[src/common/cmp_defs.vh]
// Register map, field positions and reset values of the comparator regs
`ifndef CMP_DEFS_VH
`define CMP_DEFS_VH

// Register indices as printed; byte address is four times the index
`define CMP_IDX_CTRL 8'h9b
`define CMP_IDX_MODE 8'h9d
`define CMP_IDX_PAGE 8'h3f
`define CMP_ADDR_W 12
`define CMP_ADDR_CTRL 12'h26c
`define CMP_ADDR_MODE 12'h274
`define CMP_ADDR_PAGE 12'h0fc

// Register pages at which the comparator registers are visible
`define CMP_PAGE_A 8'h00
`define CMP_PAGE_B 8'h10

// Control register fields
`define CMP_CTRL_ON 7
`define CMP_CTRL_RESULT 6
`define CMP_CTRL_RISE 5
`define CMP_CTRL_FALL 4
`define CMP_CTRL_PHYS_HI 3
`define CMP_CTRL_PHYS_LO 2
`define CMP_CTRL_NHYS_HI 1
`define CMP_CTRL_NHYS_LO 0

// Mode register fields
`define CMP_MODE_SAMPLED 7
`define CMP_MODE_INVERT 6
`define CMP_MODE_RISE_EN 5
`define CMP_MODE_FALL_EN 4
`define CMP_MODE_ROUTE_HI 3
`define CMP_MODE_ROUTE_LO 2
`define CMP_MODE_RESP_HI 1
`define CMP_MODE_RESP_LO 0

// Reset values
`define CMP_HYST_RST 2'h0
`define CMP_ROUTE_RST 2'h0
`define CMP_RESP_RST 2'h2
`define CMP_PAGE_RST 8'h00

`endif

[src/core/comparator_ctrl_status_regs.v]
// Control and status registers of one analog comparator, APB slave
`timescale 1ns/1ps
`include "cmp_defs.vh"
module comparator_ctrl_status_regs (
  input wire i_clk,
  input wire i_rst_n,
  // APB slave
  input wire i_psel,
  input wire i_penable,
  input wire i_pwrite,
  input wire [31:0] i_paddr,
  input wire [31:0] i_pwdata,
  input wire [3:0] i_pstrb,
  output wire o_pready,
  output reg [31:0] o_prdata,
  output wire o_pslverr,
  // Comparator core side
  input wire i_plus_gt_minus,
  input wire i_counter_overflow,
  output wire o_comparator_on,
  output wire [1:0] o_pos_hyst_sel,
  output wire [1:0] o_neg_hyst_sel,
  output wire [1:0] o_input_routing_sel,
  output wire [1:0] o_response_mode_sel,
  output wire o_compare_result,
  output wire o_routed_result,
  output wire o_rise_irq,
  output wire o_fall_irq
);

  // Control register storage
  reg comparator_on_q;
  reg [1:0] pos_hyst_sel_q;
  reg [1:0] neg_hyst_sel_q;
  // Mode register storage
  reg overflow_sampled_result_q;
  reg result_invert_q;
  reg rise_irq_en_q;
  reg fall_irq_en_q;
  reg [1:0] input_routing_sel_q;
  reg [1:0] response_mode_sel_q;
  // Register page select
  reg [7:0] page_q;
  // Result history for edge detection
  reg result_q;
  reg result_prev_q;
  // Flags, index 0 rising and index 1 falling
  wire [1:0] flag_q;
  wire [1:0] flag_set;
  wire [1:0] flag_clr;

  wire compare_result;
  wire access;
  wire setup;
  wire wr_en;
  wire page_ok;
  wire [`CMP_ADDR_W-1:0] addr;
  wire hit_ctrl;
  wire hit_mode;
  wire hit_page;
  wire mapped;
  wire [7:0] ctrl_rd;
  wire [7:0] mode_rd;
  wire wr_ctrl;
  wire wr_mode;
  wire wr_page;

  // Result after inversion, taken at the comparator source
  assign compare_result = i_plus_gt_minus ^ result_invert_q;

  // APB phase decode
  assign setup = i_psel & ~i_penable;
  assign access = i_psel & i_penable;
  assign addr = i_paddr[`CMP_ADDR_W-1:0];

  // The comparator registers are visible from both register pages
  assign page_ok = (page_q == `CMP_PAGE_A) || (page_q == `CMP_PAGE_B);

  // Address decode; upper address bits must be zero
  assign hit_ctrl = (addr == `CMP_ADDR_CTRL) && page_ok &&
                    (i_paddr[31:`CMP_ADDR_W] == 20'h00000);
  assign hit_mode = (addr == `CMP_ADDR_MODE) && page_ok &&
                    (i_paddr[31:`CMP_ADDR_W] == 20'h00000);
  assign hit_page = (addr == `CMP_ADDR_PAGE) &&
                    (i_paddr[31:`CMP_ADDR_W] == 20'h00000);
  assign mapped = hit_ctrl | hit_mode | hit_page;

  // Zero wait state slave, error on unmapped access
  assign o_pready = 1'b1;
  assign o_pslverr = access & ~mapped;

  // Writes land in the access phase, low byte lane only
  assign wr_en = access & i_pwrite & i_pstrb[0];
  assign wr_ctrl = wr_en & hit_ctrl;
  assign wr_mode = wr_en & hit_mode;
  assign wr_page = wr_en & hit_page;

  // Read views of the two comparator registers
  assign ctrl_rd = {comparator_on_q, result_q, flag_q[0], flag_q[1],
                    pos_hyst_sel_q, neg_hyst_sel_q};
  assign mode_rd = {overflow_sampled_result_q, result_invert_q,
                    rise_irq_en_q, fall_irq_en_q, input_routing_sel_q,
                    response_mode_sel_q};

  // Read data is captured in the setup phase and held into the access
  always @(posedge i_clk) begin
    if (!i_rst_n) begin
      o_prdata <= 32'h00000000;
    end else if (setup && !i_pwrite) begin
      if (hit_ctrl) begin
        o_prdata <= {24'h000000, ctrl_rd};
      end else if (hit_mode) begin
        o_prdata <= {24'h000000, mode_rd};
      end else if (hit_page) begin
        o_prdata <= {24'h000000, page_q};
      end else begin
        o_prdata <= 32'h00000000;
      end
    end
  end

  // Page select register
  always @(posedge i_clk) begin
    if (!i_rst_n) begin
      page_q <= `CMP_PAGE_RST;
    end else if (wr_page) begin
      page_q <= i_pwdata[7:0];
    end
  end

  // Control register writable fields; result bit writes are dropped
  always @(posedge i_clk) begin
    if (!i_rst_n) begin
      comparator_on_q <= 1'b0;
      pos_hyst_sel_q <= `CMP_HYST_RST;
      neg_hyst_sel_q <= `CMP_HYST_RST;
    end else if (wr_ctrl) begin
      comparator_on_q <= i_pwdata[`CMP_CTRL_ON];
      pos_hyst_sel_q <=
        i_pwdata[`CMP_CTRL_PHYS_HI:`CMP_CTRL_PHYS_LO];
      neg_hyst_sel_q <=
        i_pwdata[`CMP_CTRL_NHYS_HI:`CMP_CTRL_NHYS_LO];
    end
  end

  // Mode register fields other than the sampled result
  always @(posedge i_clk) begin
    if (!i_rst_n) begin
      result_invert_q <= 1'b0;
      rise_irq_en_q <= 1'b0;
      fall_irq_en_q <= 1'b0;
      input_routing_sel_q <= `CMP_ROUTE_RST;
      response_mode_sel_q <= `CMP_RESP_RST;
    end else if (wr_mode) begin
      result_invert_q <= i_pwdata[`CMP_MODE_INVERT];
      rise_irq_en_q <= i_pwdata[`CMP_MODE_RISE_EN];
      fall_irq_en_q <= i_pwdata[`CMP_MODE_FALL_EN];
      input_routing_sel_q <=
        i_pwdata[`CMP_MODE_ROUTE_HI:`CMP_MODE_ROUTE_LO];
      response_mode_sel_q <=
        i_pwdata[`CMP_MODE_RESP_HI:`CMP_MODE_RESP_LO];
    end
  end

  // Result sampled at each overflow; overflow beats a software write
  always @(posedge i_clk) begin
    if (!i_rst_n) begin
      overflow_sampled_result_q <= 1'b0;
    end else if (i_counter_overflow) begin
      overflow_sampled_result_q <= result_q;
    end else if (wr_mode) begin
      overflow_sampled_result_q <= i_pwdata[`CMP_MODE_SAMPLED];
    end
  end

  // Live result register and its previous value for edge detection
  always @(posedge i_clk) begin
    if (!i_rst_n) begin
      result_q <= 1'b0;
      result_prev_q <= 1'b0;
    end else begin
      result_q <= compare_result;
      result_prev_q <= result_q;
    end
  end

  // Edge events set the flags; writing 0 to a flag bit clears it
  assign flag_set[0] = result_q & ~result_prev_q;
  assign flag_set[1] = ~result_q & result_prev_q;
  assign flag_clr[0] = wr_ctrl & ~i_pwdata[`CMP_CTRL_RISE];
  assign flag_clr[1] = wr_ctrl & ~i_pwdata[`CMP_CTRL_FALL];

  // One sticky flag per edge direction
  genvar g;
  generate
    for (g = 0; g < 2; g = g + 1) begin : g_flag
      sticky_flag u_flag (
        .i_clk(i_clk),
        .i_rst_n(i_rst_n),
        .i_set(flag_set[g]),
        .i_clr(flag_clr[g]),
        .o_flag_q(flag_q[g])
      );
    end
  endgenerate

  // Interrupt requests gated by their enable bits
  assign o_rise_irq = flag_q[0] & rise_irq_en_q;
  assign o_fall_irq = flag_q[1] & fall_irq_en_q;

  // Settings out to the comparator core
  assign o_comparator_on = comparator_on_q;
  assign o_pos_hyst_sel = pos_hyst_sel_q;
  assign o_neg_hyst_sel = neg_hyst_sel_q;
  assign o_input_routing_sel = input_routing_sel_q;
  assign o_response_mode_sel = response_mode_sel_q;

  // Result outputs; the routed copy is low while disabled
  assign o_compare_result = result_q;
  assign o_routed_result = result_q & comparator_on_q;

endmodule

[src/core/sticky_flag.v]
// Sticky event flag: hardware sets, software clears, set wins
`timescale 1ns/1ps
module sticky_flag (
  input wire i_clk,
  input wire i_rst_n,
  input wire i_set,
  input wire i_clr,
  output reg o_flag_q
);

  // Set has priority over a clear in the same cycle
  always @(posedge i_clk) begin
    if (!i_rst_n) begin
      o_flag_q <= 1'b0;
    end else if (i_set) begin
      o_flag_q <= 1'b1;
    end else if (i_clr) begin
      o_flag_q <= 1'b0;
    end
  end

endmodule

[config.mk]
export PLATFORM = sky130hd
export DESIGN_NAME = comparator_ctrl_status_regs
export DESIGN_NICKNAME = d
export VERILOG_FILES = /design/src/core/comparator_ctrl_status_regs.v /design/src/core/sticky_flag.v
export VERILOG_INCLUDE_DIRS = /design/src /design/src/common
export SDC_FILE = /design/constraint.sdc
export NUM_CORES = 1
export LEC_CHECK = 0
export BUFFER_PORTS_ARGS = -buffer_cell sky130_fd_sc_hd__buf_2
export CORE_MARGIN = 3
export CORE_UTILIZATION = 44
export CTS_BUF_LIST = sky130_fd_sc_hd__clkbuf_8 sky130_fd_sc_hd__clkbuf_16
export DETAILED_ROUTE_END_ITERATION = 7
export GPL_TIMING_DRIVEN = 0
export PLACE_DENSITY = 0.84
export SETUP_SLACK_MARGIN = 0.5
export SLEW_MARGIN = 40
export SYNTH_ARGS = -nofsm -noshare
export SYNTH_HDL_FRONTEND = slang
export SYNTH_SLANG_ARGS = --single-unit
[constraint.sdc]
create_clock -name i_clk -period 4.3 [get_ports i_clk]
set_input_delay 0.86 -clock i_clk [delete_from_list [all_inputs] [get_ports i_clk]]
set_output_delay 0.86 -clock i_clk [all_outputs]
set_load 0.03 [all_outputs]
Word level (Yosys, flattened, before mapping)

Cells that the tools add are included.

Word-level logic and storage cells: 65
Bits of input ports: 75
Register bits after elaboration: 57
Output and inout port bits: 47

Reductions and logical operators: 13
Mux-type cells: 9
Bitwise logic cells: 24
Equal/unequal tests: 4

Operators with widths:

| operator               | number |
|---|---|
| $eq A12 B10 Y1 const B | 2 |
| $mux W8                | 3 |
| $logic_not A20 Y1      | 1 |
| $and A1 B1 Y1          | 15 |
| $eq A12 B8 Y1 const B  | 1 |
| $eq A8 B5 Y1 const B   | 1 |
| $logic_not A8 Y1       | 1 |
| $logic_and A1 B1 Y1    | 6 |
| $mux W1                | 6 |
| $not A1 Y1             | 6 |
| $reduce_bool A2 Y1     | 3 |
| $or A1 B1 Y1           | 2 |
| $logic_not A1 Y1       | 1 |
| $logic_or A1 B1 Y1     | 1 |
| $xor A1 B1 Y1          | 1 |

Depth between registers and ports, before layout

Gate-level depths: netlist of the first run.

Depth after elaboration: 8
Gate-level depth with buffers: 6
Gate-level depth less buffers: 5

By module

Synthesis of the first run repeated with hierarchy kept, for this count alone.

Cell total of the unflattened synthesis: 223
Area, all modules: 1915.6 um^2

Modules (own cells, without submodules):

| module                      | sequential area each (um^2) | area an instance (um^2) | cells each | times used |
|---|---|---|---|---|
| comparator_ctrl_status_regs | 620.6                       | 1833.0                  | 217        | 1 |
| sticky_flag                 | 20.0                        | 41.3                    | 3          | 2 |

Worst setup path after synthesis of the first run

No wires, ideal clock.

Path kind: input to output
Start point: input port i_paddr[9]
End point: output port o_pslverr
Required time: 3440 ps
Path buffers: 1
Stages: 5
Arrival time: 2180 ps
Setup slack: 1260 ps
Cells stage by stage: or4bb_1 nor4_1 buf_2 or3_2 a21oi_1

Cells in the longest elaborated chain, start to end: 7
Elaborated cells on any way between the ends: 12
Those cells by class: eq/ne: 3; bitwise: 4; reduce/logical: 5

Ends and longest elaborated chain:

| item                                                        | line                                                               | RTL |
|---|---|---|
| start, declared                                             | comparator_ctrl_status_regs.v:11                                   | `input wire [31:0] i_paddr,` |
| $eq A12 B10 Y1 (no line)                                    | --                                                                 |  |
| $logic_and A1 B1 Y1, on equally long branches (2 in series) | comparator_ctrl_status_regs.v:80, comparator_ctrl_status_regs.v:82 |  |
| $or A1 B1 Y1                                                | comparator_ctrl_status_regs.v:86                                   | `assign mapped = hit_ctrl \| hit_mode \| hit_page;` |
| $or A1 B1 Y1 (*)                                            | comparator_ctrl_status_regs.v:86                                   |  |
| $not A1 Y1 (*)                                              | comparator_ctrl_status_regs.v:90                                   | `assign o_pslverr = access & ~mapped;` |
| $and A1 B1 Y1 (*)                                           | comparator_ctrl_status_regs.v:90                                   |  |
| end, declared                                               | comparator_ctrl_status_regs.v:16                                   | `output wire o_pslverr,` |

Every way passes the cells marked *; elsewhere a longest branch is shown, timed or not.

Final worst setup path of the first run

Start point: input port i_paddr[7]
End point: output port o_pslverr

The elaborated chain is that of the path after synthesis.

==> flow_metrics.env, run 1 <==
export IMPL_drv_slew=0
export IMPL_synth_xor_area_frac=0.00493
export IMPL_first_global_vias=1543
export IMPL_busiest_layer="met2"
export IMPL_multi_input_area_um2=970
export IMPL_die_h_um=69.5
export IMPL_grt_util_met1=0.226
export IMPL_r2r_end="g_flag[0].u_flag.o_flag_q$_SDFFE_PN0P_"
export IMPL_core_um2=3770
export IMPL_hold_depth=1
export IMPL_rsz0062_at_grt="false"
export IMPL_report_final_hold_viol_count=0
export IMPL_worstHoldStart="result_prev_q$_SDFF_PN0_"
export IMPL_path_max_fanout=10
export IMPL_dr_pass1_iters=4
export IMPL_cp_data_required_time_ps=3440
export IMPL_cts_htree_levels=2
export IMPL_crit_arrival_ps=2480
export IMPL_drc=0
export IMPL_drt_initial_drc_count=46
export IMPL_grt_max_degree=11
export IMPL_worstHoldPathType="reg2reg"
export IMPL_n_antenna_cell=0
export IMPL_fin_nets=367
export IMPL_slew_limit_headroom=0.472
export IMPL_register_area_um2=661
export IMPL_dp_cells=333
export IMPL_synth_area_leaders="dfxtp_1 (37%), mux2i_1 (11%), buf_4 (11%)"
export IMPL_gp_congestion=0.782
export IMPL_powerDensity_nw_per_um2=286
export IMPL_ios=122
export IMPL_worst_path_buf_inv=2
export IMPL_die_x_um=69.5
export IMPL_maxCapViolCount=0
export IMPL_critPathSlowestCell="or4bb_1"
export IMPL_worst_path_most_repeated_cell="buf_2"
export IMPL_ff2ff_path_depth=5
export IMPL_die_area_um2=4830
export IMPL_clockBufferDepth=2
export IMPL_grt_antenna_before_repair=0
export IMPL_setup_viol=0
export IMPL_holdBufCountCts=0
export IMPL_cts_setup_buffers=0
export IMPL_yosysTopAreaCell="dfxtp_1"
export IMPL_period_share=0.776
export IMPL_synth_top_family_by_area="simple AND/OR/NAND/NOR gates"
export IMPL_synth_cell_types=37
export IMPL_tightest_slew_ps=785
export IMPL_utilization=0.628
export IMPL_yosys_warnings=0
export IMPL_p_total_w=0.000676
export IMPL_fmax_mhz=300
export IMPL_clockRootBuffer="clkbuf_8"
export IMPL_status="completed"
export IMPL_grt_usage=0.179
export IMPL_grt_ovfl_total=0
export IMPL_grt_use_met2=0.298
export IMPL_startpoint_type="primary input"
export IMPL_dp_hpwl_um=3420
export IMPL_hold_path_end="g_flag[0].u_flag.o_flag_q$_SDFFE_PN0P_"
export IMPL_area_growth_pct=33.4
export IMPL_finalCriticalPeriod_ps=3340
export IMPL_port_buffers=69
export IMPL_netlist_instances=193
export IMPL_synth_top_flop_cell="dfxtp_1"
export IMPL_n_fill_cell=338
export IMPL_grt_pass1_wl_um=7030
export IMPL_clock_sinks=33
export IMPL_synthMuxAreaShare=0.113
export IMPL_vias_per_cell=4.78
export IMPL_wirelength_um=4310
export IMPL_synthAdderAreaFrac=0
export IMPL_cp_end_kind="primary output"
export IMPL_gr_usage_met3=0.0377
export IMPL_syn_area_per_cell_um2=9.20
export IMPL_yosys_area_share_simple=0.268
export IMPL_synth_compound_area_frac=0.108
export IMPL_cts_tree="built"
export IMPL_cts_resized=0
export IMPL_synthArstFlopShare=0
export IMPL_fin_skew_ps=4.56
export IMPL_vias=1630
export IMPL_yosysTopAreaCellShare=0.372
export IMPL_critical_path_max_stage_delay_ps=540
export IMPL_cts_buffers=5
export IMPL_pre_cts_slack_ps=961
export IMPL_path_class="in2out"
export IMPL_core_rowCount=22
export IMPL_clkLatencyLatePin_ps=280
export IMPL_synth_most_common_cell="dfxtp_1"
export IMPL_layout_drive_gt1_share=0.382
export IMPL_synthTopCellsByCount="dfxtp_1 (33), buf_4 (25), mux2i_1 (20)"
export IMPL_critPathTopFamily="simple AND/OR/NAND/NOR gates"
export IMPL_postRouteAntennaNets=0
export IMPL_r2r_start="page_q[0]$_SDFFE_PN0P_"
export IMPL_ys_seq_elements=33
export IMPL_clk_pin_slew_ps=60
export IMPL_fin_tns_setup_ps=0
export IMPL_power_leakage_nw=1.18
export IMPL_fin_ws_ps=962
export IMPL_start_util=0.471
export IMPL_final_cells=341
export IMPL_crit_chain="buf_2 -> or4bb_1 -> nor4_4 -> or3_2 -> a21oi_1 -> buf_2"
export IMPL_rrSetupSlack_ps=2100
export IMPL_routedWlPerCell_um=12.6
export IMPL_netlist_area_um2=1780
export IMPL_synth_edf_count=0
export IMPL_ir_worst_vdd_mv=0.201
export IMPL_ys_seq_area_frac=0.372
==> cell families after synthesis <==
| family | count (synthesis) |
|---|---|
| AO/OA/AOI/OAI | 29 |
| XOR/XNOR | 1 |
| buffers and inverters | 34 |
| flip-flops | 33 |
| multiplexers | 20 |
| other | 2 |
| AND/OR/NAND/NOR | 74 |
==> registers in the layout, indices dropped and copies added, names as in the netlist <==
| register | count |
|---|---|
| o_neg_hyst_sel | 2 |
| page_q | 8 |
| o_response_mode_sel | 2 |
| rise_irq_en_q | 1 |
| o_prdata | 8 |
| result_invert_q | 1 |
| result_prev_q | 1 |
| o_input_routing_sel | 2 |
| overflow_sampled_result_q | 1 |
| fall_irq_en_q | 1 |
| o_comparator_on | 1 |
| g_flag.u_flag.o_flag_q | 2 |
| o_compare_result | 1 |
| o_pos_hyst_sel | 2 |
==> through the flow <==
step	hold WS, ps	instance area [µm²]
after detailed placement	440	2270
after floorplan	422	1860
after global routing	494	2370
after CTS	448	2370
final	442	2370
after global placement	435	2270
==> area by class of cell <==
type / count / share of cell area
Sequential cell: 33 / 0.279
Buffer: 32 / 0.0946
Timing Repair Buffer: 69 / 0.146
Inverter: 2 / 0.00317
Clock inverter: 1 / 0.00211
Multi-Input combinational cell: 149 / 0.409
Clock buffer: 7 / 0.0407
Tap cell: 48 / 0.0254
==> how the worst max path moves through the flow <==
stage                     from         to  slack [ps]  depth (start not counted)
global placement    i_paddr[7]  o_pslverr         980                          6
detailed placement  i_paddr[7]  o_pslverr         960                          6
finish              i_paddr[7]  o_pslverr         960                          6
CTS                 i_paddr[7]  o_pslverr         960                          6
floorplan           i_paddr[9]  o_pslverr        1260                          5
global route        i_paddr[7]  o_pslverr         860                          6
==> power by group <==
part | leakage (nW) | internal [W] | total [W] | switching [W]
Combinational | 0.853 | 0.0000440 | 0.000107 | 0.0000633
Clock | 0.0542 | 0.000145 | 0.000254 | 0.000109
Sequential | 0.268 | 0.000312 | 0.000315 | 0.00000355
Total | 1.18 | 0.000500 | 0.000676 | 0.000176
==> routing by layer <==
metal	vias up	wire length, µm	share of wire
li1	842	-	-
met1	727	1910	0.44
met2	54	2110	0.49
met3	7	229	0.053
met4	0	65	0.015
met5	-	0	0
==> cell usage in the layout, fill, tap and decap left out, types with 8 or more instances in the layout <==
master	Yosys	routed
conb_1	2	25
buf_4	25	25
nand2_1	12	12
mux2i_1	20	20
nand3_1	9	9
dfxtp_1	33	33
nor2b_1	19	19
a31oi_1	8	8
o21ai_0	10	10
buf_2	2	71
Note: power is estimated with default switching activity, not from simulation.
==> run 2: changes to the inputs <==
--- a/config.mk
+++ b/config.mk
@@ -8,11 +8,11 @@
 export LEC_CHECK = 0
 export BUFFER_PORTS_ARGS = -buffer_cell sky130_fd_sc_hd__buf_2
 export CORE_MARGIN = 3
-export CORE_UTILIZATION = 44
+export CORE_UTILIZATION = 41
 export CTS_BUF_LIST = sky130_fd_sc_hd__clkbuf_8 sky130_fd_sc_hd__clkbuf_16
 export DETAILED_ROUTE_END_ITERATION = 7
 export GPL_TIMING_DRIVEN = 0
-export PLACE_DENSITY = 0.84
+export PLACE_DENSITY = 0.79
 export SETUP_SLACK_MARGIN = 0.5
 export SLEW_MARGIN = 40
 export SYNTH_ARGS = -nofsm -noshare
==> constraint.sdc (replaced) <==
create_clock -name i_clk -period 3.3 [get_ports i_clk]
set_input_delay 0.66 -clock i_clk [delete_from_list [all_inputs] [get_ports i_clk]]
set_output_delay 0.66 -clock i_clk [all_outputs]
set_load 0.03 [all_outputs]
==> flow_metrics.env, run 2 (same netlist as run 1, synthesis figures left out) <==
export IMPL_status="completed"
export IMPL_area_growth_pct=38.5
export IMPL_drv_slew=0
export IMPL_postRouteAntennaNets=0
export IMPL_report_final_hold_viol_count=0
export IMPL_period_share=0.821
export IMPL_finalCriticalPeriod_ps=2710
export IMPL_ir_worst_vdd_mv=0.270
export IMPL_ios=122
export IMPL_n_antenna_cell=0
export IMPL_vias_per_cell=4.73
export IMPL_path_class="in2out"
export IMPL_final_cells=346
export IMPL_start_util=0.434
export IMPL_vias=1636
export IMPL_fin_hold_ws_ps=441
export IMPL_die_x_um=71.8
export IMPL_power_leakage_nw=1.20
export IMPL_core_um2=4090
export IMPL_tightest_slew_ps=596
export IMPL_wirelength_um=4440
export IMPL_grt_usage=0.182
export IMPL_die_h_um=71.8
export IMPL_fin_nets=370
export IMPL_grt_antenna_before_repair=0
export IMPL_clockRootBuffer="clkbuf_8"
export IMPL_dp_hpwl_um=3500
export IMPL_clockBufferDepth=2
export IMPL_setup_viol=0
export IMPL_cts_tree="built"
export IMPL_rsz0062_at_grt="false"
export IMPL_die_area_um2=5160
export IMPL_crit_arrival_ps=2050
export IMPL_maxCapViolCount=0
export IMPL_port_buffers=69
export IMPL_pre_cts_slack_ps=341
export IMPL_reg_top3="o_prdata x8, page_q x8"
export IMPL_placed_cell_area_um2=2270
export IMPL_powerDensity_nw_per_um2=382
export IMPL_worstHoldPathType="reg2reg"
export IMPL_layout_drive_gt1_share=0.402
export IMPL_slew_limit_headroom=0.602
export IMPL_drc=0
export IMPL_core_rowCount=23
export IMPL_cts_buffers=5
export IMPL_first_global_vias=1562
export IMPL_grt_pass1_wl_um=7330
export IMPL_final_area_um2=2460
export IMPL_fin_skew_ps=5.03
export IMPL_grt_max_degree=11
export IMPL_cts_htree_levels=2
export IMPL_fin_ws_ps=590
export IMPL_drt_initial_drc_count=55
export IMPL_gp_congestion=0.772
export IMPL_clk_pin_slew_ps=60
export IMPL_cp_end_kind="primary output"
export IMPL_final_cell_mix="buf_2 (69), dfxtp_1 (33), buf_4 (28)"
export IMPL_dr_pass1_iters=5
export IMPL_fmax_mhz=369
export IMPL_path_max_fanout=6
export IMPL_clkLatencyLatePin_ps=290
export IMPL_fin_tns_setup_ps=0
export IMPL_routedWlPerCell_um=12.8
export IMPL_grt_ovfl_total=0
export IMPL_startpoint_type="primary input"
export IMPL_clock_sinks=33
export IMPL_layout_commonest_cell="buf_2"
export IMPL_cp_data_required_time_ps=2640
export IMPL_dp_cells=335
## run 2: what timing repair did
| item | in CTS | in global routing |
|---|---|---|
| resized for setup | 2 | 10 |
| buffers inserted | 1 | 2 |
| pin swaps | 1 | 3 |
| hold buffers | 0 | 0 |
| endpoints found under the setup margin | 1 | 1 |
## run 2: report_power, final
part           leakage [nW]  internal (W)  switching, W  total, W
Clock                0.0626      0.000243      0.000145  0.000387
Combinational         0.872     0.0000591     0.0000828  0.000142
Sequential            0.268      0.000406    0.00000503  0.000411
Total                  1.20      0.000708      0.000232  0.000941
## run 2: final cells by class
cell class,count,area (µm²)
Tap cell,50,62.6
Fill cell,378,1630
Multi-Input combinational cell,149,1010
Clock buffer,6,82.6
Buffer,32,230
Inverter,2,7.51
Sequential cell,33,661
Timing Repair Buffer,72,374
Clock inverter,2,33.8
## run 2: layer usage
metal,wire length [µm],GRT usage,share of wire,vias up
met5,0,0,0,-
met4,90,0.0689,0.020,0
met3,281,0.0491,0.063,9
met2,2160,0.299,0.48,53
met1,1920,0.226,0.43,725
li1,-,-,-,849
## run 2: critical path, cell delays in order
cell	delay, ps
buf_2	110
or4bb_4	540
nor4_4	270
buf_6	160
or3_4	110
a21oi_2	50
buf_6	140
## run 2: through the flow
step	power (W)	util
2_1_floorplan	0.000514	-
6_report	0.000941	0.602
3_5_place_dp	0.000559	0.555
5_1_grt	0.000976	0.602
4_1_cts	0.000945	0.588
3_3_place_gp	0.000557	0.555
## run 2: worst paths after layout
kind	from	end	slack (ps)	cells after the start
max reg2reg	page_q[1]$_SDFFE_PN0P_	g_flag[0].u_flag.o_flag_q$_SDFFE_PN0P_	1270	5
max	i_paddr[7]	o_pslverr	590	7
min reg2reg	result_prev_q$_SDFF_PN0_	g_flag[0].u_flag.o_flag_q$_SDFFE_PN0P_	440	1
min	result_prev_q$_SDFF_PN0_	g_flag[0].u_flag.o_flag_q$_SDFFE_PN0P_	440	1
==> run 3: changes to the inputs <==
==> constraint.sdc (replaced) <==
create_clock -name i_clk -period 2.5 [get_ports i_clk]
set_input_delay 0.5 -clock i_clk [delete_from_list [all_inputs] [get_ports i_clk]]
set_output_delay 0.5 -clock i_clk [all_outputs]
set_load 0.03 [all_outputs]
==> flow_metrics.env, run 3 (same netlist as run 1, synthesis figures left out) <==
export IMPL_power_leakage_nw=1.33
export IMPL_startpoint_type="flop"
export IMPL_postRouteAntennaNets=0
export IMPL_grt_ovfl_total=0
export IMPL_routedWlPerCell_um=14.6
export IMPL_path_max_fanout=2
export IMPL_p_int_w=0.000805
export IMPL_port_buffers=69
export IMPL_netSwitchingPower_w=0.000303
export IMPL_report_final_hold_viol_count=0
export IMPL_final_cell_mix="buf_2 (65), buf_4 (43), dfxtp_1 (31)"
export IMPL_fin_skew_ps=2.18
export IMPL_finalCriticalPeriod_ps=2380
export IMPL_clk_pin_slew_ps=60
export IMPL_fmax_mhz=420
export IMPL_p_sw_frac=0.273
export IMPL_utilization=0.649
export IMPL_first_global_vias=1592
export IMPL_reg_top3="o_prdata x8, page_q x8"
export IMPL_n_fill_cell=328
export IMPL_combinationalPowerShare=0.179
export IMPL_drv_slew=0
export IMPL_cp_data_required_time_ps=2000
export IMPL_wirelength_um=5290
export IMPL_drt_initial_drc_count=61
export IMPL_powerDensity_nw_per_um2=418
export IMPL_core_rowCount=23
export IMPL_vias_per_cell=4.84
export IMPL_sequentialPowerShare=0.491
export IMPL_fin_nets=386
export IMPL_grt_pass1_wl_um=7300
export IMPL_cts_htree_levels=2
export IMPL_rsz0062_at_grt="true"
export IMPL_maxCapViolCount=0
export IMPL_drc=0
export IMPL_slew_limit_headroom=0.603
export IMPL_gp_congestion=0.745
export IMPL_ir_worst_vdd_mv=0.365
export IMPL_holdBufCountCts=0
export IMPL_grt_max_degree=11
export IMPL_period_share=0.953
export IMPL_layout_drive_gt1_share=0.449
export IMPL_dp_cells=335
export IMPL_clock_sinks=33
export IMPL_n_antenna_cell=0
export IMPL_clockBufferDepth=2
export IMPL_register_area_um2=663
export IMPL_tightest_slew_ps=594
export IMPL_start_util=0.434
export IMPL_core_um2=4090
export IMPL_cp_end_kind="primary output"
export IMPL_grt_antenna_before_repair=0
export IMPL_final_cells=362
export IMPL_cts_tree="built"
export IMPL_dr_pass1_iters=4
export IMPL_power_clock_fraction=0.330
export IMPL_area_growth_pct=49.5
export IMPL_setup_viol=0
export IMPL_cts_buffers=5
export IMPL_status="completed"
export IMPL_grt_usage=0.179
export IMPL_path_class="reg2out"
export IMPL_clockRootBuffer="clkbuf_8"
export IMPL_die_x_um=71.8
export IMPL_crit_arrival_ps=1880
export IMPL_die_area_um2=5160
export IMPL_die_h_um=71.8
export IMPL_worstHoldPathType="reg2reg"
export IMPL_layout_commonest_cell="buf_2"
export IMPL_vias=1753
export IMPL_clkLatencyLatePin_ps=280
export IMPL_multi_input_area_um2=1060
export IMPL_ios=122
-- run 3: power groups by stage --
stage | Clock, W | Combinational [W] | Sequential [W]
floorplan | 0 | 0.000112 | 0.000567
global route | 0.000379 | 0.000212 | 0.000545
detailed placement | 0 | 0.000182 | 0.000555
global placement | 0 | 0.000180 | 0.000554
finish | 0.000366 | 0.000199 | 0.000544
CTS | 0.000363 | 0.000186 | 0.000543
-- run 3: through the flow --
stage	setup TNS (ps)	hold WS (ps)	setup slack [ps]	area (µm²)	power, W
2_1_floorplan	0	422	299	1870	0.000679
3_3_place_gp	-116	436	-116	2270	0.000735
3_5_place_dp	-129	447	-129	2270	0.000737
4_1_cts	0	456	144	2490	0.00109
5_1_grt	0	475	38.2	2650	0.00114
6_report	0	456	117	2650	0.00111
-- run 3: path summary, 6_finish.rpt --
path / depth (start not counted) / slack [ps] / from / end
worst min-delay path: 1 / 460 / result_prev_q$_SDFF_PN0_ / g_flag[0].u_flag.o_flag_q$_SDFFE_PN0P_
worst min register to register: 1 / 460 / result_prev_q$_SDFF_PN0_ / g_flag[0].u_flag.o_flag_q$_SDFFE_PN0P_
worst max register to register: 8 / 460 / page_q[2]$_SDFFE_PN0P_ / overflow_sampled_result_q$_SDFFE_PN0P_
worst max-delay path: 6 / 120 / page_q[6]$_SDFFE_PN0P_ / o_pslverr
-- run 3: per-layer routing --
layer | part of all wire | global-route usage | routed length, µm | up-vias
met3 | 0.091 | 0.0449 | 479 | 19
li1 | - | - | - | 878
met5 | 0 | 0 | 0 | -
met1 | 0.37 | 0.201 | 1970 | 767
met4 | 0.027 | 0.0647 | 142 | 0
met2 | 0.51 | 0.324 | 2700 | 89
-- run 3: area by class of cell --
| cell class | count | area share |
|---|---|---|
| flip-flops and latches | 33 | 0.250 |
| plain buffers | 32 | 0.0877 |
| well taps | 50 | 0.0236 |
| clock inverters | 3 | 0.00424 |
| repair buffers | 88 | 0.207 |
| inverters | 2 | 0.00283 |
| multi-input cells | 149 | 0.399 |
| clock buffers | 5 | 0.0259 |
-- run 3: repair_timing --
action                                  in CTS  in global routing
endpoints found under the hold margin        0                  0
cloned                                       1                  0
endpoints found under the setup margin      25                 25
resized for setup                           18                 12
buffers inserted                             6                 12
pin swaps                                    9                 19
-- run 3: worst max-delay path, cell delays in order, from the launching register on --
cell,delay [ps]
dfxtp_2,320
or4_4,570
nor4_4,240
buf_4,160
or3_4,120
a21oi_2,50
buf_6,140
